===== config.mk =====
export PLATFORM = sky130hd
export DESIGN_NAME = ecd_deserializer
export DESIGN_NICKNAME = d
export VERILOG_FILES = /design/src/hdl/ecd_word_buffer.v /design/src/hdl/ecd_deserializer.v
export VERILOG_INCLUDE_DIRS = /design/src /design/src/hdl
export SDC_FILE = /design/constraint.sdc
export NUM_CORES = 1
export LEC_CHECK = 0
export BUFFER_PORTS_ARGS = -buffer_cell sky130_fd_sc_hd__buf_4
export CAP_MARGIN = 40
export CORE_AREA = 8 8 114 116
export CTS_CLUSTER_SIZE = 25
export DETAILED_ROUTE_END_ITERATION = 6
export DIE_AREA = 0 0 122 124
export GPL_ROUTABILITY_DRIVEN = 0
export PLACE_DENSITY = 0.78
export SLEW_MARGIN = 20
export SYNTH_ARGS = -nofsm -noshare
export SYNTH_HDL_FRONTEND = slang
export SYNTH_HIERARCHICAL = 1
export SYNTH_SLANG_ARGS = --single-unit

===== constraint.sdc =====
create_clock -name core_clk -period 3.25 [get_ports core_clk]
set_input_delay 0.1625 -clock core_clk [delete_from_list [all_inputs] [get_ports core_clk]]
set_output_delay 0.1625 -clock core_clk [all_outputs]
set_load 0.1 [all_outputs]

===== src/hdl/ecd_defs.vh =====
// Shared constants for the embedded clock deserializer
`ifndef ECD_DEFS_VH
`define ECD_DEFS_VH
// =====================================================
// Frame layout
`define ECD_FRAME_BITS   12
`define ECD_DATA_BITS    10
`define ECD_PH_LAST      4'hb
`define ECD_HALF_FRAME   4'h6
`define ECD_START_POS    11
`define ECD_STOP_POS     0
// =====================================================
// Acquisition counts
`define ECD_ACQ_FRAMES   8
`define ECD_REF_EDGES    16
// =====================================================
// Reset values
`define ECD_LOCK_N_RST   1'b1
`define ECD_WORD_RST     10'h000
`endif


===== src/hdl/ecd_word_buffer.v =====
// Two-entry word buffer with valid and ready on both sides
`timescale 1ns/10ps
module ecd_word_buffer #(
  parameter WIDTH = 10
) (
  // Clock and reset
  input  wire             clk,
  input  wire             rstN,
  // Flush, empties the buffer
  input  wire             flush,
  // Fill side
  input  wire             inValid,
  output wire             inReady,
  input  wire [WIDTH-1:0] inData,
  // Drain side
  output wire             outValid,
  input  wire             outReady,
  output wire [WIDTH-1:0] outData
);
  // =====================================================
  // Storage
  reg [WIDTH-1:0] ent0_r;
  reg [WIDTH-1:0] ent1_r;
  reg [1:0]       cnt_r;
  wire            doPush;
  wire            doPop;

  // Handshakes
  assign inReady  = (cnt_r != 2'h2);
  assign outValid = (cnt_r != 2'h0);
  assign outData  = ent0_r;
  assign doPush   = inValid & inReady;
  assign doPop    = outValid & outReady;

  // Head entry is ent0, second is ent1
  always @(posedge clk or negedge rstN) begin
    if (!rstN) begin
      ent0_r <= {WIDTH{1'b0}};
      ent1_r <= {WIDTH{1'b0}};
      cnt_r  <= 2'h0;
    end else if (flush) begin
      cnt_r <= 2'h0;
    end else begin
      case ({doPush, doPop})
        2'b10: begin
          if (cnt_r == 2'h0) ent0_r <= inData;
          else ent1_r <= inData;
          cnt_r <= cnt_r + 2'h1;
        end
        2'b01: begin
          ent0_r <= ent1_r;
          cnt_r  <= cnt_r - 2'h1;
        end
        2'b11: begin
          if (cnt_r == 2'h1) ent0_r <= inData;
          else begin
            ent0_r <= ent1_r;
            ent1_r <= inData;
          end
        end
        default: begin
          cnt_r <= cnt_r;
        end
      endcase
    end
  end
endmodule


===== src/hdl/ecd_deserializer.v =====
// Embedded clock deserializer: frame alignment, lock, word output
//
// Summary of operation
// - Outputs float and logic stays idle until reset release.
// - Lock indicator stays high while acquiring.
// - Lock on random data; bounded lock time on training pattern.
// - Transitions on serial input start the alignment search.
// - Lock indicator low once aligned; words valid only then.
// - Frame is start bit 1, ten data bits, stop bit 0.
// - Serial bit rate is twelve times the word rate.
// - Words are aligned to recovered clock; edge select picks edge.
// - Lost alignment raises lock indicator and floats outputs.
// - Each frame becomes one ten bit word per recovered period.
// - Output enable low floats words and clock; lock stays driven.
// - Power down with output enable low stops acquisition.
// - Several candidate clock positions keep lock indicator inactive.
`timescale 1ns/10ps
`include "ecd_defs.vh"
module ecd_deserializer #(
  parameter ACQ_FRAMES = `ECD_ACQ_FRAMES,
  parameter REF_EDGES  = `ECD_REF_EDGES
) (
  // Clock and reset
  input  wire       core_clk,
  input  wire       rst_b,
  // Link and reference inputs, asynchronous
  input  wire       serialIn,
  input  wire       localReferenceClock,
  // Control inputs, asynchronous
  input  wire       powerDownN,
  input  wire       rxOutputEnable,
  input  wire       rxEdgeSelect,
  // Status
  output wire       lockN,
  output wire       wordOverrun,
  // Parallel word output
  output wire [9:0] parallelWordOut,
  output wire       parallelWordOe,
  output wire       parallelWordValid,
  input  wire       parallelWordReady,
  // Recovered word clock
  output wire       recClkOut,
  output wire       recClkOe
);
  // =====================================================
  // States
  localparam [3:0] ST_OFF  = 4'h1;
  localparam [3:0] ST_IDLE = 4'h2;
  localparam [3:0] ST_ACQ  = 4'h4;
  localparam [3:0] ST_LOCK = 4'h8;

  // =====================================================
  // Reset and input synchronisers
  reg  [1:0]  rstSync_r;
  wire        rstN;
  reg  [4:0]  inMeta_r;
  reg  [4:0]  inSync_r;
  wire        serBit;
  wire        refLvl;
  wire        pwrN;
  wire        outEn;
  wire        edgeSel;

  // Reset leaves through two flops
  always @(posedge core_clk or negedge rst_b) begin
    if (!rst_b) rstSync_r <= 2'h0;
    else rstSync_r <= {rstSync_r[0], 1'b1};
  end
  assign rstN = rstSync_r[1];

  // Two flops on every asynchronous pin input
  always @(posedge core_clk or negedge rstN) begin
    if (!rstN) begin
      inMeta_r <= 5'h00;
      inSync_r <= 5'h00;
    end else begin
      inMeta_r <= {rxEdgeSelect, rxOutputEnable, powerDownN, localReferenceClock, serialIn};
      inSync_r <= inMeta_r;
    end
  end
  assign serBit  = inSync_r[0];
  assign refLvl  = inSync_r[1];
  assign pwrN    = inSync_r[2];
  assign outEn   = inSync_r[3];
  assign edgeSel = inSync_r[4];

  // =====================================================
  // Reference clock qualification
  reg        refPrev_r;
  reg [7:0]  refCnt_r;
  wire       refLocked;
  wire       stopped;

  // Stop only when both power and output enable are low
  assign stopped   = ~pwrN & ~outEn;
  assign refLocked = (refCnt_r == REF_EDGES[7:0]);

  // Count reference edges before looking at the stream
  always @(posedge core_clk or negedge rstN) begin
    if (!rstN) begin
      refPrev_r <= 1'b0;
      refCnt_r  <= 8'h00;
    end else begin
      refPrev_r <= refLvl;
      if (stopped) refCnt_r <= 8'h00;
      else if (refLvl & ~refPrev_r & ~refLocked) refCnt_r <= refCnt_r + 8'h01;
    end
  end

  // =====================================================
  // Bit shifter and phase counter
  reg  [11:0] sr_r;
  reg  [3:0]  ph_r;
  reg         prevBit_r;
  wire        patOk;
  wire        edgeSeen;

  // Start bit eleven bits back, stop bit now
  assign patOk    = sr_r[`ECD_START_POS] & ~sr_r[`ECD_STOP_POS];
  assign edgeSeen = serBit ^ prevBit_r;

  // One serial bit per clock, frame of twelve bits
  always @(posedge core_clk or negedge rstN) begin
    if (!rstN) begin
      sr_r      <= 12'h000;
      ph_r      <= 4'h0;
      prevBit_r <= 1'b0;
    end else begin
      sr_r      <= {sr_r[10:0], serBit};
      prevBit_r <= serBit;
      ph_r      <= (ph_r == `ECD_PH_LAST) ? 4'h0 : ph_r + 4'h1;
    end
  end

  // =====================================================
  // Candidate clock-bit positions
  reg  [3:0]  st_r;
  reg  [11:0] cand_r;
  reg  [7:0]  frm_r;
  reg  [3:0]  lockPh_r;
  wire [11:0] candNxt;
  wire        winEnd;
  reg  [3:0]  candCnt;
  reg  [3:0]  candIdx;
  integer     i;

  // Each phase keeps a candidate only while its pattern holds
  genvar g;
  generate
    for (g = 0; g < `ECD_FRAME_BITS; g = g + 1) begin : gCand
      assign candNxt[g] = (ph_r == g) ? (cand_r[g] & patOk) : cand_r[g];
    end
  endgenerate

  assign winEnd = (ph_r == `ECD_PH_LAST) && (frm_r == ACQ_FRAMES[7:0] - 8'h01);

  // Count surviving candidates and take the position of one
  always @* begin
    candCnt = 4'h0;
    candIdx = 4'h0;
    for (i = 0; i < `ECD_FRAME_BITS; i = i + 1) begin
      if (candNxt[i]) begin
        candCnt = candCnt + 4'h1;
        candIdx = i[3:0];
      end
    end
  end

  // =====================================================
  // Acquisition state machine
  reg  [9:0] word_r;
  reg        push_r;
  wire       bufReady;
  reg        overrun_r;

  always @(posedge core_clk or negedge rstN) begin
    if (!rstN) begin
      st_r     <= ST_OFF;
      cand_r   <= 12'hfff;
      frm_r    <= 8'h00;
      lockPh_r <= 4'h0;
      word_r   <= `ECD_WORD_RST;
      push_r   <= 1'b0;
    end else begin
      push_r <= 1'b0;
      case (st_r)
        ST_OFF: begin
          if (refLocked) st_r <= ST_IDLE;
        end
        ST_IDLE: begin
          cand_r <= 12'hfff;
          frm_r  <= 8'h00;
          if (edgeSeen) st_r <= ST_ACQ;
        end
        ST_ACQ: begin
          // Fixed window of frames bounds the lock time
          if (ph_r == `ECD_PH_LAST) frm_r <= frm_r + 8'h01;
          cand_r <= candNxt;
          if (winEnd) begin
            cand_r <= 12'hfff;
            frm_r  <= 8'h00;
            // Lock only on a single surviving position
            if (candCnt == 4'h1) begin
              st_r     <= ST_LOCK;
              lockPh_r <= candIdx;
            end
          end
        end
        ST_LOCK: begin
          if (ph_r == lockPh_r) begin
            if (patOk) begin
              word_r <= sr_r[10:1];
              push_r <= 1'b1;
            end else begin
              st_r <= ST_ACQ;
            end
          end
        end
        default: begin
          st_r <= ST_OFF;
        end
      endcase
      if (stopped || !refLocked) st_r <= ST_OFF;
    end
  end

  // =====================================================
  // Word buffer and overrun flag
  wire locked;
  assign locked = (st_r == ST_LOCK);

  ecd_word_buffer #(
    .WIDTH (`ECD_DATA_BITS)
  ) uBuf (
    .clk      (core_clk),
    .rstN     (rstN),
    .flush    (~locked),
    .inValid  (push_r),
    .inReady  (bufReady),
    .inData   (word_r),
    .outValid (parallelWordValid),
    .outReady (parallelWordReady),
    .outData  (parallelWordOut)
  );

  // Sticky overrun, cleared when lock is lost
  always @(posedge core_clk or negedge rstN) begin
    if (!rstN) overrun_r <= 1'b0;
    else if (push_r & ~bufReady) overrun_r <= 1'b1;
    else if (!locked) overrun_r <= 1'b0;
  end
  assign wordOverrun = overrun_r;

  // =====================================================
  // Recovered clock and output drive
  reg  [4:0] offWide;
  reg        lockN_r;
  reg        recClk_r;
  reg        oe_r;

  // Offset of the current bit from the word update
  always @* begin
    offWide = {1'b0, ph_r} + 5'h0c - {1'b0, lockPh_r};
    if (offWide >= 5'h0c) offWide = offWide - 5'h0c;
  end

  // Selected edge falls mid-word, away from data change
  always @(posedge core_clk or negedge rstN) begin
    if (!rstN) begin
      lockN_r  <= `ECD_LOCK_N_RST;
      recClk_r <= 1'b0;
      oe_r     <= 1'b0;
    end else begin
      lockN_r  <= ~locked;
      recClk_r <= (offWide[3:0] > `ECD_HALF_FRAME) ~^ edgeSel;
      oe_r     <= locked & outEn;
    end
  end

  assign lockN          = lockN_r;
  assign recClkOut      = recClk_r;
  assign recClkOe       = oe_r;
  assign parallelWordOe = oe_r;
endmodule


---- Word-level counts from Yosys, hierarchy flattened ----
Cells that the tools add are included.
operators by class
  add/sub/neg operators ................... 19
  order comparisons ....................... 2
  equality and inequality tests ........... 36
  multiplexer cells ....................... 65
  bitwise operators ....................... 29
  reduce and logical (&&, ||, !) cells .... 16
operators by type and width
  kind                 count
  $mux 4               30
  $add 4x1->4 const B  12
  $mux 10              4
  $mux 8               4
  $pmux 10 s3          1
  $pmux 12 s2          1
  $and 1x1->1          20
  $eq 4x3->1 const B   5
  $eq 4x4->1 const B   5
  $pmux 10 s2          1
  $mux 1               19
  $add 8x1->8 const B  2
  $pmux 4 s4           1
  $pmux 8 s2           1
  $ne 3x3->1 const B   5
  $eq 4x1->1 const B   3
  $eq 4x2->1 const B   3
  $mux 12              1
  $reduce_and 3->1     3
  $eq 8x3->1 const B   1
  $eq 8x5->1 const B   1
  $reduce_bool 2->1    4
  $not 1->1            7
  $ne 2x2->1 const B   3
  26 further kinds     30
word-level totals
  register bits after elaboration ......... 103
  input port bits ......................... 8
  output and inout port bits .............. 16
  word-level logic and storage cells ...... 188

---- Longest topological paths before layout ----
  word-level depth ........................ 32
  mapped depth ............................ 38
  depth with buffers taken out ............ 38

---- By module ----
The synthesis kept the hierarchy.
modules (own cells, without submodules)
  module            instances  cells an instance  area an instance (um2)
  ecd_deserializer  1          454                4,604.4
  ecd_word_buffer   1          117                1,311.3

---- Worst setup path before layout ----
OpenSTA, ideal clock, no wires.
  path type ............................... reg-to-reg
  from .................................... register ph_r[0]
  to ...................................... register lockPh_r[0]
  arrival time ............................ 7.649 ns
  slack ................................... -4.525 ns
  stages on the path, launching flop included .. 38
  clock period less this slack ............ 7.775 ns
  path through ............................ dfrtp_1 -> inv_1 -> ha_1 -> inv_1 -> o31a_4 -> xnor3_2 -> inv_1 -> ha_1 -> nand2_1 -> o21ai_0 -> ha_1 -> mux2_2 -> ha_1 -> nor2_1 -> o32a_1 -> inv_1 -> ha_1 -> nor2_1 -> (+2 left out) -> a311oi_1 -> a31oi_1 -> o21a_1 -> ha_1 -> nand2_1 -> nand2_1 -> ha_1 -> nor2_1 -> a211oi_1 -> ha_1 -> nand2_1 -> nand2_1 -> ha_1 -> or3_1 -> o2bb2ai_1 -> nand3_1 -> a211o_4 -> mux2_4
between the ends
  longest elaborated chain between the ends .. 27
ends and longest elaborated chain
  element                     RTL line                source
  from (decl)                 ecd_deserializer.v:113  reg [3:0] ph_r;
  from (signal assigned)      ecd_deserializer.v:131  ph_r <= (ph_r == `ECD_PH_LAST) ? 4'h0 : ph_r + 4'h1;
  $logic_not 4->1             ecd_deserializer.v:151  assign candNxt[g] = (ph_r == g) ? (cand_r[g] & patOk) : cand_r[g];
  $mux 1                      ecd_deserializer.v:151
  $mux 1                      ecd_deserializer.v:162  if (candNxt[i]) begin
  $add 4x1->4                 ecd_deserializer.v:163  candCnt = candCnt + 4'h1;
  $mux 4                      ecd_deserializer.v:162
  $add 4x1->4                 ecd_deserializer.v:163
  $mux 4                      ecd_deserializer.v:162
  $add 4x1->4                 ecd_deserializer.v:163
  (+11 left out)              n/a
  $add 4x1->4                 ecd_deserializer.v:163
  $mux 4                      ecd_deserializer.v:162
  $add 4x1->4                 ecd_deserializer.v:163
  $mux 4                      ecd_deserializer.v:162
  $add 4x1->4                 ecd_deserializer.v:163
  $mux 4                      ecd_deserializer.v:162
  $eq 4x1->1                  ecd_deserializer.v:203  if (candCnt == 4'h1) begin
  $reduce_and 3->1 (no line)  n/a
  to (signal assigned)        ecd_deserializer.v:205  lockPh_r <= candIdx;
  to (decl)                   ecd_deserializer.v:140  reg [3:0] lockPh_r;
Several ways; a longest one is shown, not always the timed one.
A chain may end at the register's enable or synchronous reset.

---- Worst setup path after layout ----
  from .................................... register ph_r[1]
  to ...................................... register lockPh_r[3]
The elaborated chain is that of the path after synthesis.

==> results_dict.tcl <==
set metrics [dict create \
    avgRoutedWirePerCell_um 18.6 \
    htree_levels 3 \
    cts_root_buffer "clkbuf_16" \
    period_minus_slack_ns 7.13 \
    placed_cell_area_um2 6860 \
    antenna_cells 0 \
    max_freq_mhz 140 \
    setup_violations 6 \
    via_per_inst 5.93 \
    cts_made_buffers 9 \
    dp_slack_ns -3.97 \
    ant_nets 0 \
    place_inst 799 \
    cts_tree "yes" \
    grt_pass1_vias 5116 \
    p_leak_uw 0.00352 \
    yosysSeqAreaShare_pct 43.4 \
    worstSetupEndpointType "register" \
    start_util_pct 52.9 \
    clock_skew_ns 0.00858 \
    cts.reportedPaths.clkPinSlew_ns 0.07 \
    cp_slowest_cell "dfrtp_1" \
    dieHeight_um 124 \
    synth_cell_types 76 \
    coreArea_um2 11200 \
    cts.sink_count 102 \
    post_route_cells_drive_above_1_share_pct 37.7 \
    synth_area_per_cell_um2 10.4 \
    wl_um 15700 \
    relSlewSlack_pct 35.1 \
    hp-class "in2async" \
    dpl.hpwl_um 10200 \
    timing.final.crit_share_pct 219 \
    hold_viol 0 \
    cts_buffer_depth 2 \
    grt_start_max_net_pins 66 \
    drt-pass1-iter-count 5 \
    cp.required_ns 3.49 \
    dr.first_iter.drc_count 411 \
    slew_violations 0 \
    cp.arrival_ns 7.36 \
    critical_path.max_stage_delay_ns 0.41 \
    io_buffers 23 \
    fin_area_um2 7710 \
    yosysWarnings 6 \
    synth_cells 571 \
    holdWs_ns 0.133 \
    grt_first_pass_wirelength_um 24600 \
    die_area_um2 15100 \
    status "complete, but fails checks" \
    num_vias 5015 \
    max_slew.worst_pin.slew_ns 0.963 \
    n_fill_cell 756 \
    worst_slack_ns -3.88 \
    crit_fanout 5 \
    failed_checks "negative setup slack" \
    max-vdd-ir-drop_v 0.000409 \
    final_common_cell "buf_4" \
    power.density_nw_per_um2 374 \
    row_count 39 \
    io_pins 24 \
    overflow 0 \
    track_usage_pct 20.4 \
    final_cells 845 \
    synth_edf_count 0 \
    area_delta_synth_final_pct 30.4 \
    rsz0062_at_grt "true" \
    max_cap_violations 0 \
    cp_common_cell "ha_4" \
    die_width_um 122 \
    nets 735 \
    syn_area_um2 5920 \
    synth-seq-cells 102 \
    crit_type "reg2reg" \
    synth_flop_cell "dfrtp_1" \
    antenna_found_initial 0 \
    final_cell_mix "buf_4 (127), dfrtp_1 (87), nor2_1 (41), nand2_1 (37), mux2_2 (33)" \
    drc 0 \
    synthArstFlopShare_pct 100 \
    p_total_uw 2880 \
    syn-num-nets 609 \
    clk_latency_ns 0.35 \
    start_kind "register" \
]
[metal layers]
metal,routed length (um),share of wire (%),vias up,global-route usage (%)
li1,-,-,2285,-
met1,6230,40,2479,23.4
met2,8090,52,185,35.9
met3,795,5.1,66,3.76
met5,0,0,-,0
met4,557,3.6,0,10.6
[flip-flops by register name (all words and copies together), names as in the netlist, 2 cells and up]
register / cells
sr_r: 12
word_r: 10
uBuf/outData: 10
uBuf/ent1_r: 10
refCnt_r: 8
lockPh_r: 4
inMeta_r: 5
ph_r: 4
cand_r: 12
inSync_r: 5
rstSync_r: 2
uBuf/cnt_r: 2
frm_r: 8
st_r: 4
[power breakdown]
group / internal, uW / switching (uW)
clock: 614 / 515
sequential: 1310 / 34.0
combinational: 168 / 241
total: 2090 / 790
[metrics by stage]
| stage | util (%) | TNS (ns) |
|---|---|---|
| floorplan | - | -23.62 |
| global placement | 61.4 | -21.59 |
| detailed placement | 61.4 | -23.35 |
| CTS | 66.9 | -23.29 |
| global route | 69.0 | -24.29 |
| finish | 69.0 | -23.06 |
[layout make-up]
class | count | area [um2] | share of cell area (%)
flip-flops and latches | 102 | 2570 | 33.4
well taps | 143 | 179 | 2.32
inverters | 35 | 134 | 1.74
clock buffers | 10 | 229 | 2.97
multi-input cells | 414 | 3470 | 45.0
clock inverters | 6 | 80.1 | 1.04
repair buffers | 135 | 1040 | 13.5
[final timing paths]
path                                   start  cells after the start  slack, ns       endpoint
max in group asynchronous       rstSync_r[1]                      1       2.20          lockN
hold / removal                         rst_b                      2       0.13   rstSync_r[1]
setup reg to reg                     ph_r[1]                     37      -3.88    lockPh_r[3]
min in group core_clk      parallelWordReady                      4       0.29  uBuf/cnt_r[0]
hold reg to reg                 rstSync_r[1]                      0       0.30    inMeta_r[3]
setup / recovery                     ph_r[1]                     37      -3.88    lockPh_r[3]
[cell usage after synthesis, types with 3 or more instances]
master    number  area [um2]
dfrtp_1       88        2200
nor2_1        43         161
o21bai_1       3        22.5
dfstp_2       14         368
xnor3_1        3        67.6
xor2_1        15         131
mux2i_1        3        30.0
o21ai_0       30         150
ha_1          29         363
nand3_1       22         110
a211oi_1       4        30.0
o311ai_0       3        26.3
a22oi_1       10        75.1
inv_1         35         131
mux2_4         5        75.1
buf_4          4        30.0
a21oi_1       15        75.1
o31ai_1        6        45.0
a21o_1         4        30.0
nand2b_1      13        81.3
nor3_1        17        85.1
o31a_1         4        35.0
a31oi_1       16         100
nand4_1        3        18.8
nand2_1       43         161
and3_1         7        43.8
a311oi_1       4        35.0
nor2b_1        5        31.3
xnor2_1       20         175
nor4_1         3        18.8
clkbuf_1       8        30.0
buf_2          3        15.0
mux2_2        34         383
and2_1         4        25.0
[what timing repair did]
| item | in CTS | in global routing |
|---|---|---|
| endpoints found under the hold margin | 7 | 0 |
| resized for setup | 16 | 38 |
| setup endpoints to repair | 6 | 7 |
| hold buffers | 6 | 0 |
| setup buffers | 23 | 5 |
| pin swaps | 17 | 27 |
[logic make-up (layout without fill, tap and decap cells)]
family | Yosys count | count (layout) | synth area share [%]
buffers and inverters | 55 | 186 | 4.08
AND/OR/NAND/NOR | 181 | 181 | 15.6
adder cells (fa/ha/maj) | 30 | 30 | 6.47
XOR/XNOR | 42 | 42 | 7.87
flip-flops | 102 | 102 | 43.4
AO/OA/AOI/OAI | 118 | 118 | 14.3
multiplexers | 42 | 42 | 8.25
other | 1 | 1 | 0.0634
[worst max-delay path: cells and delay by family, from the launching register on]
family / cells / cell delay, ns
adders and majority gates: 10 / 2.41
AOI/OAI and AO/OA: 10 / 1.92
and+or+nand+nor: 10 / 0.95
muxes: 2 / 0.59
DFF: 1 / 0.41
xor gates and xnor gates: 1 / 0.39
buffers and inverters: 4 / 0.31
Note: power is estimated with default switching activity, not from simulation.
